## src/hdl/irq_bank_pkg.sv

```systemverilog
// How it works
// - first enable register bits 6..0 enable adc, collision, serial, capcmp2, capcmp1, timer2, timer1.
// - second enable bits 7,4,3,2,1,0 enable desaturation, overtemp, overvolt, gate drive undervolt, input_overvolt_lockout, input_undervolt_lockout.
// - unimplemented bits read zero; implemented bits read, write, reset to zero, except status bits, which clear on read and ignore writes.
// - no peripheral request reaches the core unless the peripheral gate bit is set.
// - each flag sets on its event regardless of its enable or global enable.
// - adc flag bit 6 sets when a conversion completes and holds until firmware clears it.
// - flag bit 5 marks pending collision, bit 4 marks pending serial port interrupt.
// - flag bits 3 and 2 set on capture or compare in unit 2, unit 1.
// - flag bit 1 sets on timer2 period match and holds until firmware clears it.
// - flag bit 0 sets on timer1 rollover and holds until firmware clears it.
// - second flag register holds active-low desaturation bit 7 and bits 4..0 faults.
// - core is redirected only while global enable is set; cleared on reset and service entry.
package irq_bank_pkg;
  localparam int          DATA_W          = 8;
  localparam int          ADDR_W          = 4;
  // register offsets
  localparam logic [3:0]  ADDR_ENABLE_ONE = 4'h0;
  localparam logic [3:0]  ADDR_ENABLE_TWO = 4'h1;
  localparam logic [3:0]  ADDR_FLAGS_ONE  = 4'h2;
  localparam logic [3:0]  ADDR_FLAGS_TWO  = 4'h3;
  localparam logic [3:0]  ADDR_CORE_CTRL  = 4'h4;
  localparam logic [3:0]  ADDR_IRQ_STATUS = 4'h5;
  localparam logic [3:0]  ADDR_IRQ_MASK   = 4'h6;
  // implemented bit masks
  localparam logic [7:0]  IMPL_ONE        = 8'h7F;
  localparam logic [7:0]  IMPL_TWO        = 8'h9F;
  localparam logic [7:0]  IMPL_CORE       = 8'hC0;
  localparam logic [7:0]  IMPL_STATUS     = 8'h07;
  // active-low flag bits of the first and second flag registers
  localparam logic [7:0]  LOW_ONE         = 8'h00;
  localparam logic [7:0]  LOW_TWO         = 8'h80;
  // reset values
  localparam logic [7:0]  RST_ENABLE      = 8'h00;
  localparam logic [7:0]  RST_FLAGS       = 8'h00;
  localparam logic [7:0]  RST_CORE        = 8'h00;
  localparam logic [7:0]  RST_STATUS      = 8'h00;
  localparam logic [7:0]  RST_MASK        = 8'h00;
  // first register field positions
  localparam int          BIT_ADC         = 6;
  localparam int          BIT_COLLISION   = 5;
  localparam int          BIT_SERIAL      = 4;
  localparam int          BIT_CAPCMP_TWO  = 3;
  localparam int          BIT_CAPCMP_ONE  = 2;
  localparam int          BIT_TIMER_TWO   = 1;
  localparam int          BIT_TIMER_ONE   = 0;
  // second register field positions
  localparam int          BIT_SWITCH_DESATURATION       = 7;
  localparam int          BIT_OVERTEMP    = 4;
  localparam int          BIT_OUT_OV      = 3;
  localparam int          BIT_DRIVE_UV    = 2;
  localparam int          BIT_IN_INPUT_OVERVOLT_LOCKOUT     = 1;
  localparam int          BIT_IN_INPUT_UNDERVOLT_LOCKOUT     = 0;
  // core control field positions
  localparam int          BIT_GLOBAL      = 7;
  localparam int          BIT_GATE        = 6;
  // interrupt status field positions
  localparam int          ST_FLAGS_ONE    = 0;
  localparam int          ST_FLAGS_TWO    = 1;
  localparam int          ST_REDIRECT     = 2;
endpackage

```

## src/hdl/sticky_flag_bank.sv

```systemverilog
`timescale 1ns/10ps
`default_nettype none
module sticky_flag_bank
#(
  parameter int         W      = 8,
  parameter logic [7:0] IMPL   = 8'hFF,
  parameter logic [7:0] LOW    = 8'h00,
  parameter logic [7:0] RST    = 8'h00
)
(
  // clock and reset
  input  wire logic         clk_sys,
  input  wire logic         rst,
  // firmware write
  input  wire logic         wr_en,
  input  wire logic [W-1:0] wr_val,
  // hardware events
  input  wire logic [W-1:0] evt,
  // flag state
  output logic      [W-1:0] flags_reg
);
  logic [W-1:0] base;
  logic [W-1:0] flags_next;

  always_comb
  begin
    base       = wr_en ? wr_val : flags_reg;
    // events applied after the write
    flags_next = (base | (evt & ~LOW[W-1:0])) & ~(evt & LOW[W-1:0]);
    flags_next = flags_next & IMPL[W-1:0];
  end

  always_ff @(posedge clk_sys)
  begin
    if (rst)
      flags_reg <= RST[W-1:0];
    else
      flags_reg <= flags_next;
  end
endmodule // sticky_flag_bank
`default_nettype wire

```

## src/hdl/request_combiner.sv

```systemverilog
`timescale 1ns/10ps
`default_nettype none
module request_combiner
#(
  parameter int         W   = 8,
  parameter logic [7:0] LOW = 8'h00
)
(
  // flag and enable pairs
  input  wire logic [W-1:0] flags_one,
  input  wire logic [W-1:0] enable_one,
  input  wire logic [W-1:0] flags_two,
  input  wire logic [W-1:0] enable_two,
  // gate
  input  wire logic         gate,
  // request
  output logic              request
);
  logic [W-1:0] active_two;

  // desaturation flag is active low
  assign active_two = flags_two ^ LOW[W-1:0];
  assign request    = gate & (|(flags_one & enable_one) | |(active_two & enable_two));
endmodule // request_combiner
`default_nettype wire

```

## src/hdl/peripheral_irq_enable_flag_bank.sv

```systemverilog
`timescale 1ns/10ps
`default_nettype none
module peripheral_irq_enable_flag_bank
(
  // clock and reset
  input  wire logic                          clk_sys,
  input  wire logic                          rst,
  // register port
  input  wire logic [irq_bank_pkg::ADDR_W-1:0] addr,
  input  wire logic [irq_bank_pkg::DATA_W-1:0] wr_data,
  input  wire logic                          wr_stb,
  input  wire logic                          rd_stb,
  output logic      [irq_bank_pkg::DATA_W-1:0] rd_data,
  // first group of peripheral events
  input  wire logic                          adc_done_evt,
  input  wire logic                          serial_collision_evt,
  input  wire logic                          serial_port_evt,
  input  wire logic                          capcmp_two_evt,
  input  wire logic                          capcmp_one_evt,
  input  wire logic                          timer_two_match_evt,
  input  wire logic                          timer_one_wrap_evt,
  // second group of peripheral events
  input  wire logic                          desaturation_evt,
  input  wire logic                          overtemp_evt,
  input  wire logic                          output_overvolt_evt,
  input  wire logic                          gate_drive_undervolt_evt,
  input  wire logic                          input_overvolt_lock_evt,
  input  wire logic                          input_undervolt_lock_evt,
  // core service handshake
  input  wire logic                          isr_enter,
  input  wire logic                          isr_return,
  // requests to the core
  output logic                               peripheral_request,
  output logic                               core_redirect,
  // interrupt line
  output logic                               irq
);
  import irq_bank_pkg::*;

  logic [7:0] enable_one_reg;
  logic [7:0] enable_two_reg;
  logic [7:0] flags_one_reg;
  logic [7:0] flags_two_reg;
  logic [7:0] core_ctrl_reg;
  logic [7:0] irq_status_reg;
  logic [7:0] irq_mask_reg;
  logic [7:0] core_ctrl_next;
  logic [7:0] irq_status_next;
  logic [7:0] rd_next;
  logic [7:0] evt_one;
  logic [7:0] evt_two;
  logic [7:0] status_evt;
  logic       wr_enable_one;
  logic       wr_enable_two;
  logic       wr_flags_one;
  logic       wr_flags_two;
  logic       wr_core;
  logic       wr_mask;
  logic       rd_status;
  logic       request_raw;
  logic       redirect_prev_reg;
  logic       global_enable;
  logic       gate_enable;

  // address decode
  assign wr_enable_one = wr_stb & (addr == ADDR_ENABLE_ONE);
  assign wr_enable_two = wr_stb & (addr == ADDR_ENABLE_TWO);
  assign wr_flags_one  = wr_stb & (addr == ADDR_FLAGS_ONE);
  assign wr_flags_two  = wr_stb & (addr == ADDR_FLAGS_TWO);
  assign wr_core       = wr_stb & (addr == ADDR_CORE_CTRL);
  assign wr_mask       = wr_stb & (addr == ADDR_IRQ_MASK);
  assign rd_status     = rd_stb & (addr == ADDR_IRQ_STATUS);

  // first event vector
  always_comb
  begin
    evt_one                 = 8'h00;
    evt_one[BIT_ADC]        = adc_done_evt;
    evt_one[BIT_COLLISION]  = serial_collision_evt;
    evt_one[BIT_SERIAL]     = serial_port_evt;
    evt_one[BIT_CAPCMP_TWO] = capcmp_two_evt;
    evt_one[BIT_CAPCMP_ONE] = capcmp_one_evt;
    evt_one[BIT_TIMER_TWO]  = timer_two_match_evt;
    evt_one[BIT_TIMER_ONE]  = timer_one_wrap_evt;
  end

  // second event vector
  always_comb
  begin
    evt_two               = 8'h00;
    evt_two[BIT_SWITCH_DESATURATION]    = desaturation_evt;
    evt_two[BIT_OVERTEMP] = overtemp_evt;
    evt_two[BIT_OUT_OV]   = output_overvolt_evt;
    evt_two[BIT_DRIVE_UV] = gate_drive_undervolt_evt;
    evt_two[BIT_IN_INPUT_OVERVOLT_LOCKOUT]  = input_overvolt_lock_evt;
    evt_two[BIT_IN_INPUT_UNDERVOLT_LOCKOUT]  = input_undervolt_lock_evt;
  end

  // first enable register
  always_ff @(posedge clk_sys)
  begin
    if (rst)
      enable_one_reg <= RST_ENABLE;
    else if (wr_enable_one)
      enable_one_reg <= wr_data & IMPL_ONE;
  end

  // second enable register
  always_ff @(posedge clk_sys)
  begin
    if (rst)
      enable_two_reg <= RST_ENABLE;
    else if (wr_enable_two)
      enable_two_reg <= wr_data & IMPL_TWO;
  end

  // first flag register
  sticky_flag_bank
  #(
    .W    (8),
    .IMPL (IMPL_ONE),
    .LOW  (LOW_ONE),
    .RST  (RST_FLAGS)
  )
  u_flags_one
  (
    .clk_sys   (clk_sys),
    .rst       (rst),
    .wr_en     (wr_flags_one),
    .wr_val    (wr_data),
    .evt       (evt_one),
    .flags_reg (flags_one_reg)
  );

  // second flag register, desaturation bit active low
  sticky_flag_bank
  #(
    .W    (8),
    .IMPL (IMPL_TWO),
    .LOW  (LOW_TWO),
    .RST  (RST_FLAGS)
  )
  u_flags_two
  (
    .clk_sys   (clk_sys),
    .rst       (rst),
    .wr_en     (wr_flags_two),
    .wr_val    (wr_data),
    .evt       (evt_two),
    .flags_reg (flags_two_reg)
  );

  // core control: global enable and peripheral gate
  always_comb
  begin
    core_ctrl_next = core_ctrl_reg;
    if (wr_core)
      core_ctrl_next = wr_data & IMPL_CORE;
    if (isr_return)
      core_ctrl_next[BIT_GLOBAL] = 1'b1;
    // service entry always drops the global enable
    if (isr_enter)
      core_ctrl_next[BIT_GLOBAL] = 1'b0;
  end

  always_ff @(posedge clk_sys)
  begin
    if (rst)
      core_ctrl_reg <= RST_CORE;
    else
      core_ctrl_reg <= core_ctrl_next;
  end

  assign global_enable = core_ctrl_reg[BIT_GLOBAL];
  assign gate_enable   = core_ctrl_reg[BIT_GATE];

  // request to the core
  request_combiner
  #(
    .W   (8),
    .LOW (LOW_TWO)
  )
  u_request
  (
    .flags_one  (flags_one_reg),
    .enable_one (enable_one_reg),
    .flags_two  (flags_two_reg),
    .enable_two (enable_two_reg),
    .gate       (gate_enable),
    .request    (request_raw)
  );

  assign peripheral_request = request_raw;
  assign core_redirect      = request_raw & global_enable;

  // redirect edge tracking
  always_ff @(posedge clk_sys)
  begin
    if (rst)
      redirect_prev_reg <= 1'b0;
    else
      redirect_prev_reg <= core_redirect;
  end

  // status events
  always_comb
  begin
    status_evt               = 8'h00;
    status_evt[ST_FLAGS_ONE] = |evt_one;
    status_evt[ST_FLAGS_TWO] = |evt_two;
    status_evt[ST_REDIRECT]  = core_redirect & ~redirect_prev_reg;
  end

  // sticky status, cleared by read, event wins
  always_comb
  begin
    irq_status_next = rd_status ? 8'h00 : irq_status_reg;
    irq_status_next = (irq_status_next | status_evt) & IMPL_STATUS;
  end

  always_ff @(posedge clk_sys)
  begin
    if (rst)
      irq_status_reg <= RST_STATUS;
    else
      irq_status_reg <= irq_status_next;
  end

  // status mask
  always_ff @(posedge clk_sys)
  begin
    if (rst)
      irq_mask_reg <= RST_MASK;
    else if (wr_mask)
      irq_mask_reg <= wr_data & IMPL_STATUS;
  end

  assign irq = |(irq_status_reg & irq_mask_reg);

  // read mux
  always_comb
  begin
    rd_next = 8'h00;
    if (rd_stb)
    begin
      unique case (addr)
        ADDR_ENABLE_ONE: rd_next = enable_one_reg;
        ADDR_ENABLE_TWO: rd_next = enable_two_reg;
        ADDR_FLAGS_ONE:  rd_next = flags_one_reg;
        ADDR_FLAGS_TWO:  rd_next = flags_two_reg;
        ADDR_CORE_CTRL:  rd_next = core_ctrl_reg;
        ADDR_IRQ_STATUS: rd_next = irq_status_reg;
        ADDR_IRQ_MASK:   rd_next = irq_mask_reg;
        default:         rd_next = 8'h00;
      endcase
    end
  end

  // read data stands one cycle
  always_ff @(posedge clk_sys)
  begin
    if (rst)
      rd_data <= 8'h00;
    else
      rd_data <= rd_next;
  end
endmodule // peripheral_irq_enable_flag_bank
`default_nettype wire

```

## config.mk

```make
export PLATFORM = sky130hd
export DESIGN_NAME = peripheral_irq_enable_flag_bank
export DESIGN_NICKNAME = d
export VERILOG_FILES = /design/src/hdl/irq_bank_pkg.sv /design/src/hdl/sticky_flag_bank.sv /design/src/hdl/request_combiner.sv /design/src/hdl/peripheral_irq_enable_flag_bank.sv
export SDC_FILE = /design/constraint.sdc
export NUM_CORES = 1
export LEC_CHECK = 0
export ABC_AREA = 1
export ABC_CLOCK_PERIOD_IN_PS = 1410
export BUFFER_PORTS_ARGS = -buffer_cell sky130_fd_sc_hd__buf_2
export CAP_MARGIN = 25
export CORE_ASPECT_RATIO = 1.5
export CORE_UTILIZATION = 56
export CTS_BUF_LIST = sky130_fd_sc_hd__clkbuf_4
export DETAILED_ROUTE_END_ITERATION = 16
export PLACE_DENSITY = 0.82
export SKIP_LAST_GASP = 1
export SLEW_MARGIN = 10
export SYNTH_ARGS = -nofsm -noshare
export SYNTH_HDL_FRONTEND = slang
export SYNTH_SLANG_ARGS = --single-unit
```

## constraint.sdc

```tcl
create_clock -name clk_sys -period 1.41 [get_ports clk_sys]
set_input_delay 0.282 -clock clk_sys [delete_from_list [all_inputs] [get_ports clk_sys]]
set_output_delay 0.282 -clock clk_sys [all_outputs]
set_load 0.02 [all_outputs]
```

Word-level counts from Yosys, hierarchy flattened

Index checks and enable logic that the tools add are counted.

Flip-flop bits (word level): 45
Bits in latches: 0
Bits in writable memories: 0
Memory bits (read-only): 0
Input bits: 31
Output and inout port bits: 11
Word-level logic and storage cells: 54
Memories kept: 0

Add/sub/neg operators: 0
$mul: 0
Divide/modulo/power cells: 0
$lt $le $gt $ge: 0
Equal/unequal tests: 6
Shifts and indexed selects: 0
Muxes and demuxes: 6
Bitwise operators: 22
Reductions and logical operators: 9

Operators with widths:

| cell               | number |
|---|---|
| $pmux 8 s7         | 1 |
| $reduce_or 8->1    | 3 |
| $and 8x8->8        | 2 |
| $mux 8             | 2 |
| $eq 4x3->1 const B | 3 |
| $and 1x1->1        | 10 |
| $eq 4x2->1 const B | 2 |
| $not 8->8          | 1 |
| $or 8x5->8         | 1 |
| $and 7x7->7        | 1 |
| $mux 7             | 1 |
| $or 7x7->7         | 1 |
| $reduce_or 7->1    | 1 |
| $reduce_or 6->1    | 1 |
| $eq 4x1->1 const B | 1 |
| $logic_not 4->1    | 1 |
| $reduce_or 2->1    | 2 |
| $and 3x3->3        | 1 |
| $mux 3             | 1 |
| $not 1->1          | 3 |
| $or 3x3->3         | 1 |
| $reduce_bool 2->1  | 1 |
| $mux 1             | 1 |
| $or 1x1->1         | 1 |

Depth between registers and ports, before layout

Depth in word-level cells: 8
Depth in mapped cells: 9
Mapped depth without buffers: 9

Modules after synthesis

Synthesis repeated with hierarchy kept, for this count alone.

Cells, all modules: 351
Area, all modules: 2283.4 µm²

Modules (own cells, without submodules):

| module                          | instances | cells an instance | area an instance (µm²) | sequential area each (µm²) |
|---|---|---|---|---|
| peripheral_irq_enable_flag_bank | 1         | 214               | 1495.2                 | 600.6 |
| sticky_flag_bank at u_flags_one | 1         | 55                | 346.6                  | 140.1 |
| sticky_flag_bank at u_flags_two | 1         | 48                | 314.1                  | 120.1 |
| request_combiner                | 1         | 34                | 127.6                  | 0.0 |

Worst setup path after synthesis

OpenSTA, ideal clock, no wires.

Path type: reg2out
Start point: register enable_two_reg[7]
End point: output port core_redirect
Arrival time: 1201 ps
Data required time: 1128 ps
Path slack: -73 ps
Stages on the path, launching flop included: 8
Path buffers: 0
Cells stage by stage: dfxtp_1 inv_1 o21a_1 nand2_1 nor2_1 nor2_1 nand2_1 inv_1

Cells in the longest elaborated chain, start to end: 5

RTL lines:

| item                   | RTL line                               | source |
|---|---|---|
| from (decl)            | peripheral_irq_enable_flag_bank.sv:41  | `logic [7:0] enable_two_reg;` |
| from (signal assigned) | peripheral_irq_enable_flag_bank.sv:114 | `enable_two_reg <= wr_data & IMPL_TWO;` |
| $and 8x8->8            | request_combiner.sv:23                 | `assign request = gate & (\|(flags_one & enable_one) \| \|(active_two & enable_two));` |
| $reduce_or 8->1        | request_combiner.sv:23                 |  |
| $or 1x1->1             | request_combiner.sv:23                 |  |
| $and 1x1->1            | request_combiner.sv:23                 |  |
| net peripheral_request | peripheral_irq_enable_flag_bank.sv:33  | `output logic peripheral_request,` |
| $and 1x1->1            | peripheral_irq_enable_flag_bank.sv:194 | `assign core_redirect = request_raw & global_enable;` |
| to (decl)              | peripheral_irq_enable_flag_bank.sv:34  | `output logic core_redirect,` |

The timed path passes the listed nets, and every way through them passes these cells.

Worst setup path after layout

Start point: register enable_two_reg[7]
End point: output port core_redirect

Cells in the longest elaborated chain, start to end: 5

RTL lines:

| item            | RTL line |
|---|---|
| $and 8x8->8     | request_combiner.sv:23 |
| $reduce_or 8->1 | request_combiner.sv:23 |
| $or 1x1->1      | request_combiner.sv:23 |
| $and 1x1->1     | request_combiner.sv:23 |
| $and 1x1->1     | peripheral_irq_enable_flag_bank.sv:194 |

Every way passes these cells.

==> impl_metrics.ini <==
[critical_path]
reg2reg_to = irq_status_reg[2]
required_ps = 1130
critPathArrivalTime_ps = 1450
regToRegSetupSlack_ps = 0
slowest_delay_ps = 340
crit_chain = inv_1, o21a_1, nand2_1, nor2_2, nor2_2, nand2_1, inv_1, buf_6
cp-end-kind = primary output
crit_family = flip-flops
r2r_cells = 11
cp-start-kind = register
slowest_stage = dfxtp_1
crit_type = reg -> out
rr_startpoint = u_flags_one.flags_reg[2]
cp_max_fo = 3
worst-path-buf-inv = 3

[grt]
use_met2_pct = 56.1
grt_pass1_wl_mm = 8.38
track_usage_pct = 30.4
grt_overflow_total = 0
grt_busiest_layer = met2
antenna_found_initial = 0
met1_usage_pct = 33.1
grt_max_degree = 15
grt_pass1_vias = 1987
met3_usage_pct = 5.11

[floorplanning]
start_util_pct = 60.5
die_height_um = 74.3
ioPinCount = 42
coreArea_mm2 = 0.00322
die_w_um = 50.2
rows = 25
die_area_mm2 = 0.00373

[synthesis]
synth_area_leaders = dfxtp_1, nand2_1, inv_1
synthXorXnorAreaFrac_pct = 0
yosys.area.top_type = dfxtp_1
synth-seq-cells = 43
synth_compound_gate_area_share_pct = 18.9
synth_mux_area_share_pct = 0
synth-adder-area-share_pct = 0
synth_top_family_by_area = simple AND/OR/NAND/NOR gates
synth_cells = 287
syn-cell-area_mm2 = 0.00195
syn_nets = 318
synthSimpleGateAreaFrac_pct = 26.8
synth_top_area_share_pct = 44.2
synth.yosys.seq_area_share_pct = 44.2
ys_types = 24
yosysWarningCount = 0
postSynthAreaPerCell_um2 = 6.79

[clock_network]
cts_max_level = 2
cts_buffer_depth = 2
cts_buffers = 5
cts_hold_buf = 0
clk_pin_slew_ps = 130
cts_sinks = 43
worst_skew_pair.late_latency_ps = 360
clock-root-buffer = clkbuf_4
cts_tree = yes

[placed_design]
hpwlAfterDp_mm = 3.93
placement.io_buffers = 41
post-place-ws_ps = 1.94
finalWeightedCongestion = 0.855

[power]
ir_drop_mv = 0.758
p_total_mw = 2.15
power_leakage_nw = 1.18
pwr_density_cell_mw_per_mm2 = 895

[min_path]
hold_depth = 3
min_from = input_overvolt_lock_evt
hold_class = in -> reg
holdPathEnd = u_flags_two.flags_reg[1]

[layout]
fin_nets = 379
area_growth_pct = 23.5
drive_above_1_share_pct = 25.2
diodes = 0
largest_register_ffs = 8

[drt]
ant_nets = 0
drt-total-wl_mm = 5.15
drc_errors = 0
drtPass1Iterations = 5
wl_per_cell_um = 13.2
vias = 2041
drt_iter0_drc = 63
vias_per_cell = 5.25

[timing]
worst_pin_slew_ps = 360
fmax_mhz = 578
period_minus_slack_ps = 1730
maxSlewHeadroom_pct = 75.8
finalSetupViolations = 2
slew_viol_final = 0
period_share_pct = 123
fin_ws_ps = -320
fin_skew_ps = 6.62
final-hold-violation-count = 0
rsz0062_at_grt = yes

[status]
violations = negative setup slack
status = finished with violations

[flow_run]
drv_cap = 0
==> layout make-up <==
type	count	area, um^2
clock buffer	6	45.0
timing repair buffer	58	348
tap	40	50.0
sequential	43	871
clock inverter	2	7.51
multi-input combinational	192	905
fill	287	815
inverter	48	181
==> timing repair <==
item | CTS | global route
pin swaps | 1 | 7
resized for setup | 9 | 8
setup buffers | 5 | 1
endpoints found under the setup margin | 3 | 3
==> Yosys cell counts, drive strengths merged <==
library cell,number
nand4,2
o221ai,2
nand3,15
buf,1
a31oi,2
nor3,1
a21oi,22
o21ai,33
clkbuf,3
nor4,2
nand2,82
nor2,22
o22ai,4
inv,47
clkinv,1
dfxtp,43
o21a,1
o211ai,4
==> routing by layer <==
metal	vias to the layer above	part of all wire [%]
met5	-	0
met4	0	2.3
li1	1043	-
met1	937	41
met2	53	52
met3	8	4.1
==> stage by stage <==
stage                     hold WS [ps]  util [%]  std cells  TNS, ps  instance area (um^2)
final                              121      74.7        389     -625                  2410
after global routing               128      74.7        389     -884                  2410
after CTS                          119      73.9        388     -603                  2380
after detailed placement           457      70.6        375        0                  2270
after global placement             454      70.6        375        0                  2270
after floorplan                    393         -        287        0                  1950
==> worst register-to-register path: stages (launching register included) <==
cell and delay, ps:
dfxtp_2 350, nand2_1 60, nand2_1 50, nor2_1 100, nand2_1 80, nor2_2 130, nor2_2 60, buf_4 130
buf_4 120, buf_4 120, nand4_1 80, nand2_1 50
==> worst max path at each step <==
stage / cells after the start / end / start / slack [ps]
global route: 9 / core_redirect / enable_one_reg[5] / -410
floorplan: 7 / core_redirect / enable_two_reg[7] / 60
finish: 8 / core_redirect / enable_two_reg[7] / -320
CTS: 9 / core_redirect / enable_two_reg[1] / -310
global placement: 8 / rd_data[1] / addr[3] / 2
detailed placement: 7 / u_flags_two.flags_reg[2] / addr[3] / 2
==> cells by family (layout without fill, tap and decap cells) <==
kind of cell	count (synthesis)	in the layout
flip-flops	43	43
buffers and inverters	52	114
AO/OA/AOI/OAI	68	68
AND/OR/NAND/NOR	124	124
==> cells in the final DEF, fill, tap and decap left out, types with 3 or more instances in the layout <==
master and count:
nand2_1 78, inv_1 43, buf_2 38, dfxtp_1 35, o21ai_0 25, a21oi_1 22, buf_4 18, nor2_1 16
nand3_1 15, o21ai_1 8, dfxtp_2 8, clkbuf_4 6, nor2_2 5, inv_2 4, o211ai_1 4, o22ai_1 4
nand2_2 3
==> report_power, final <==
group	total (mW)	internal [mW]	switching [mW]
clock network	0.609	0.205	0.404
registers	1.28	1.26	0.0252
logic	0.262	0.102	0.160
(Power assumes the default switching activity.)
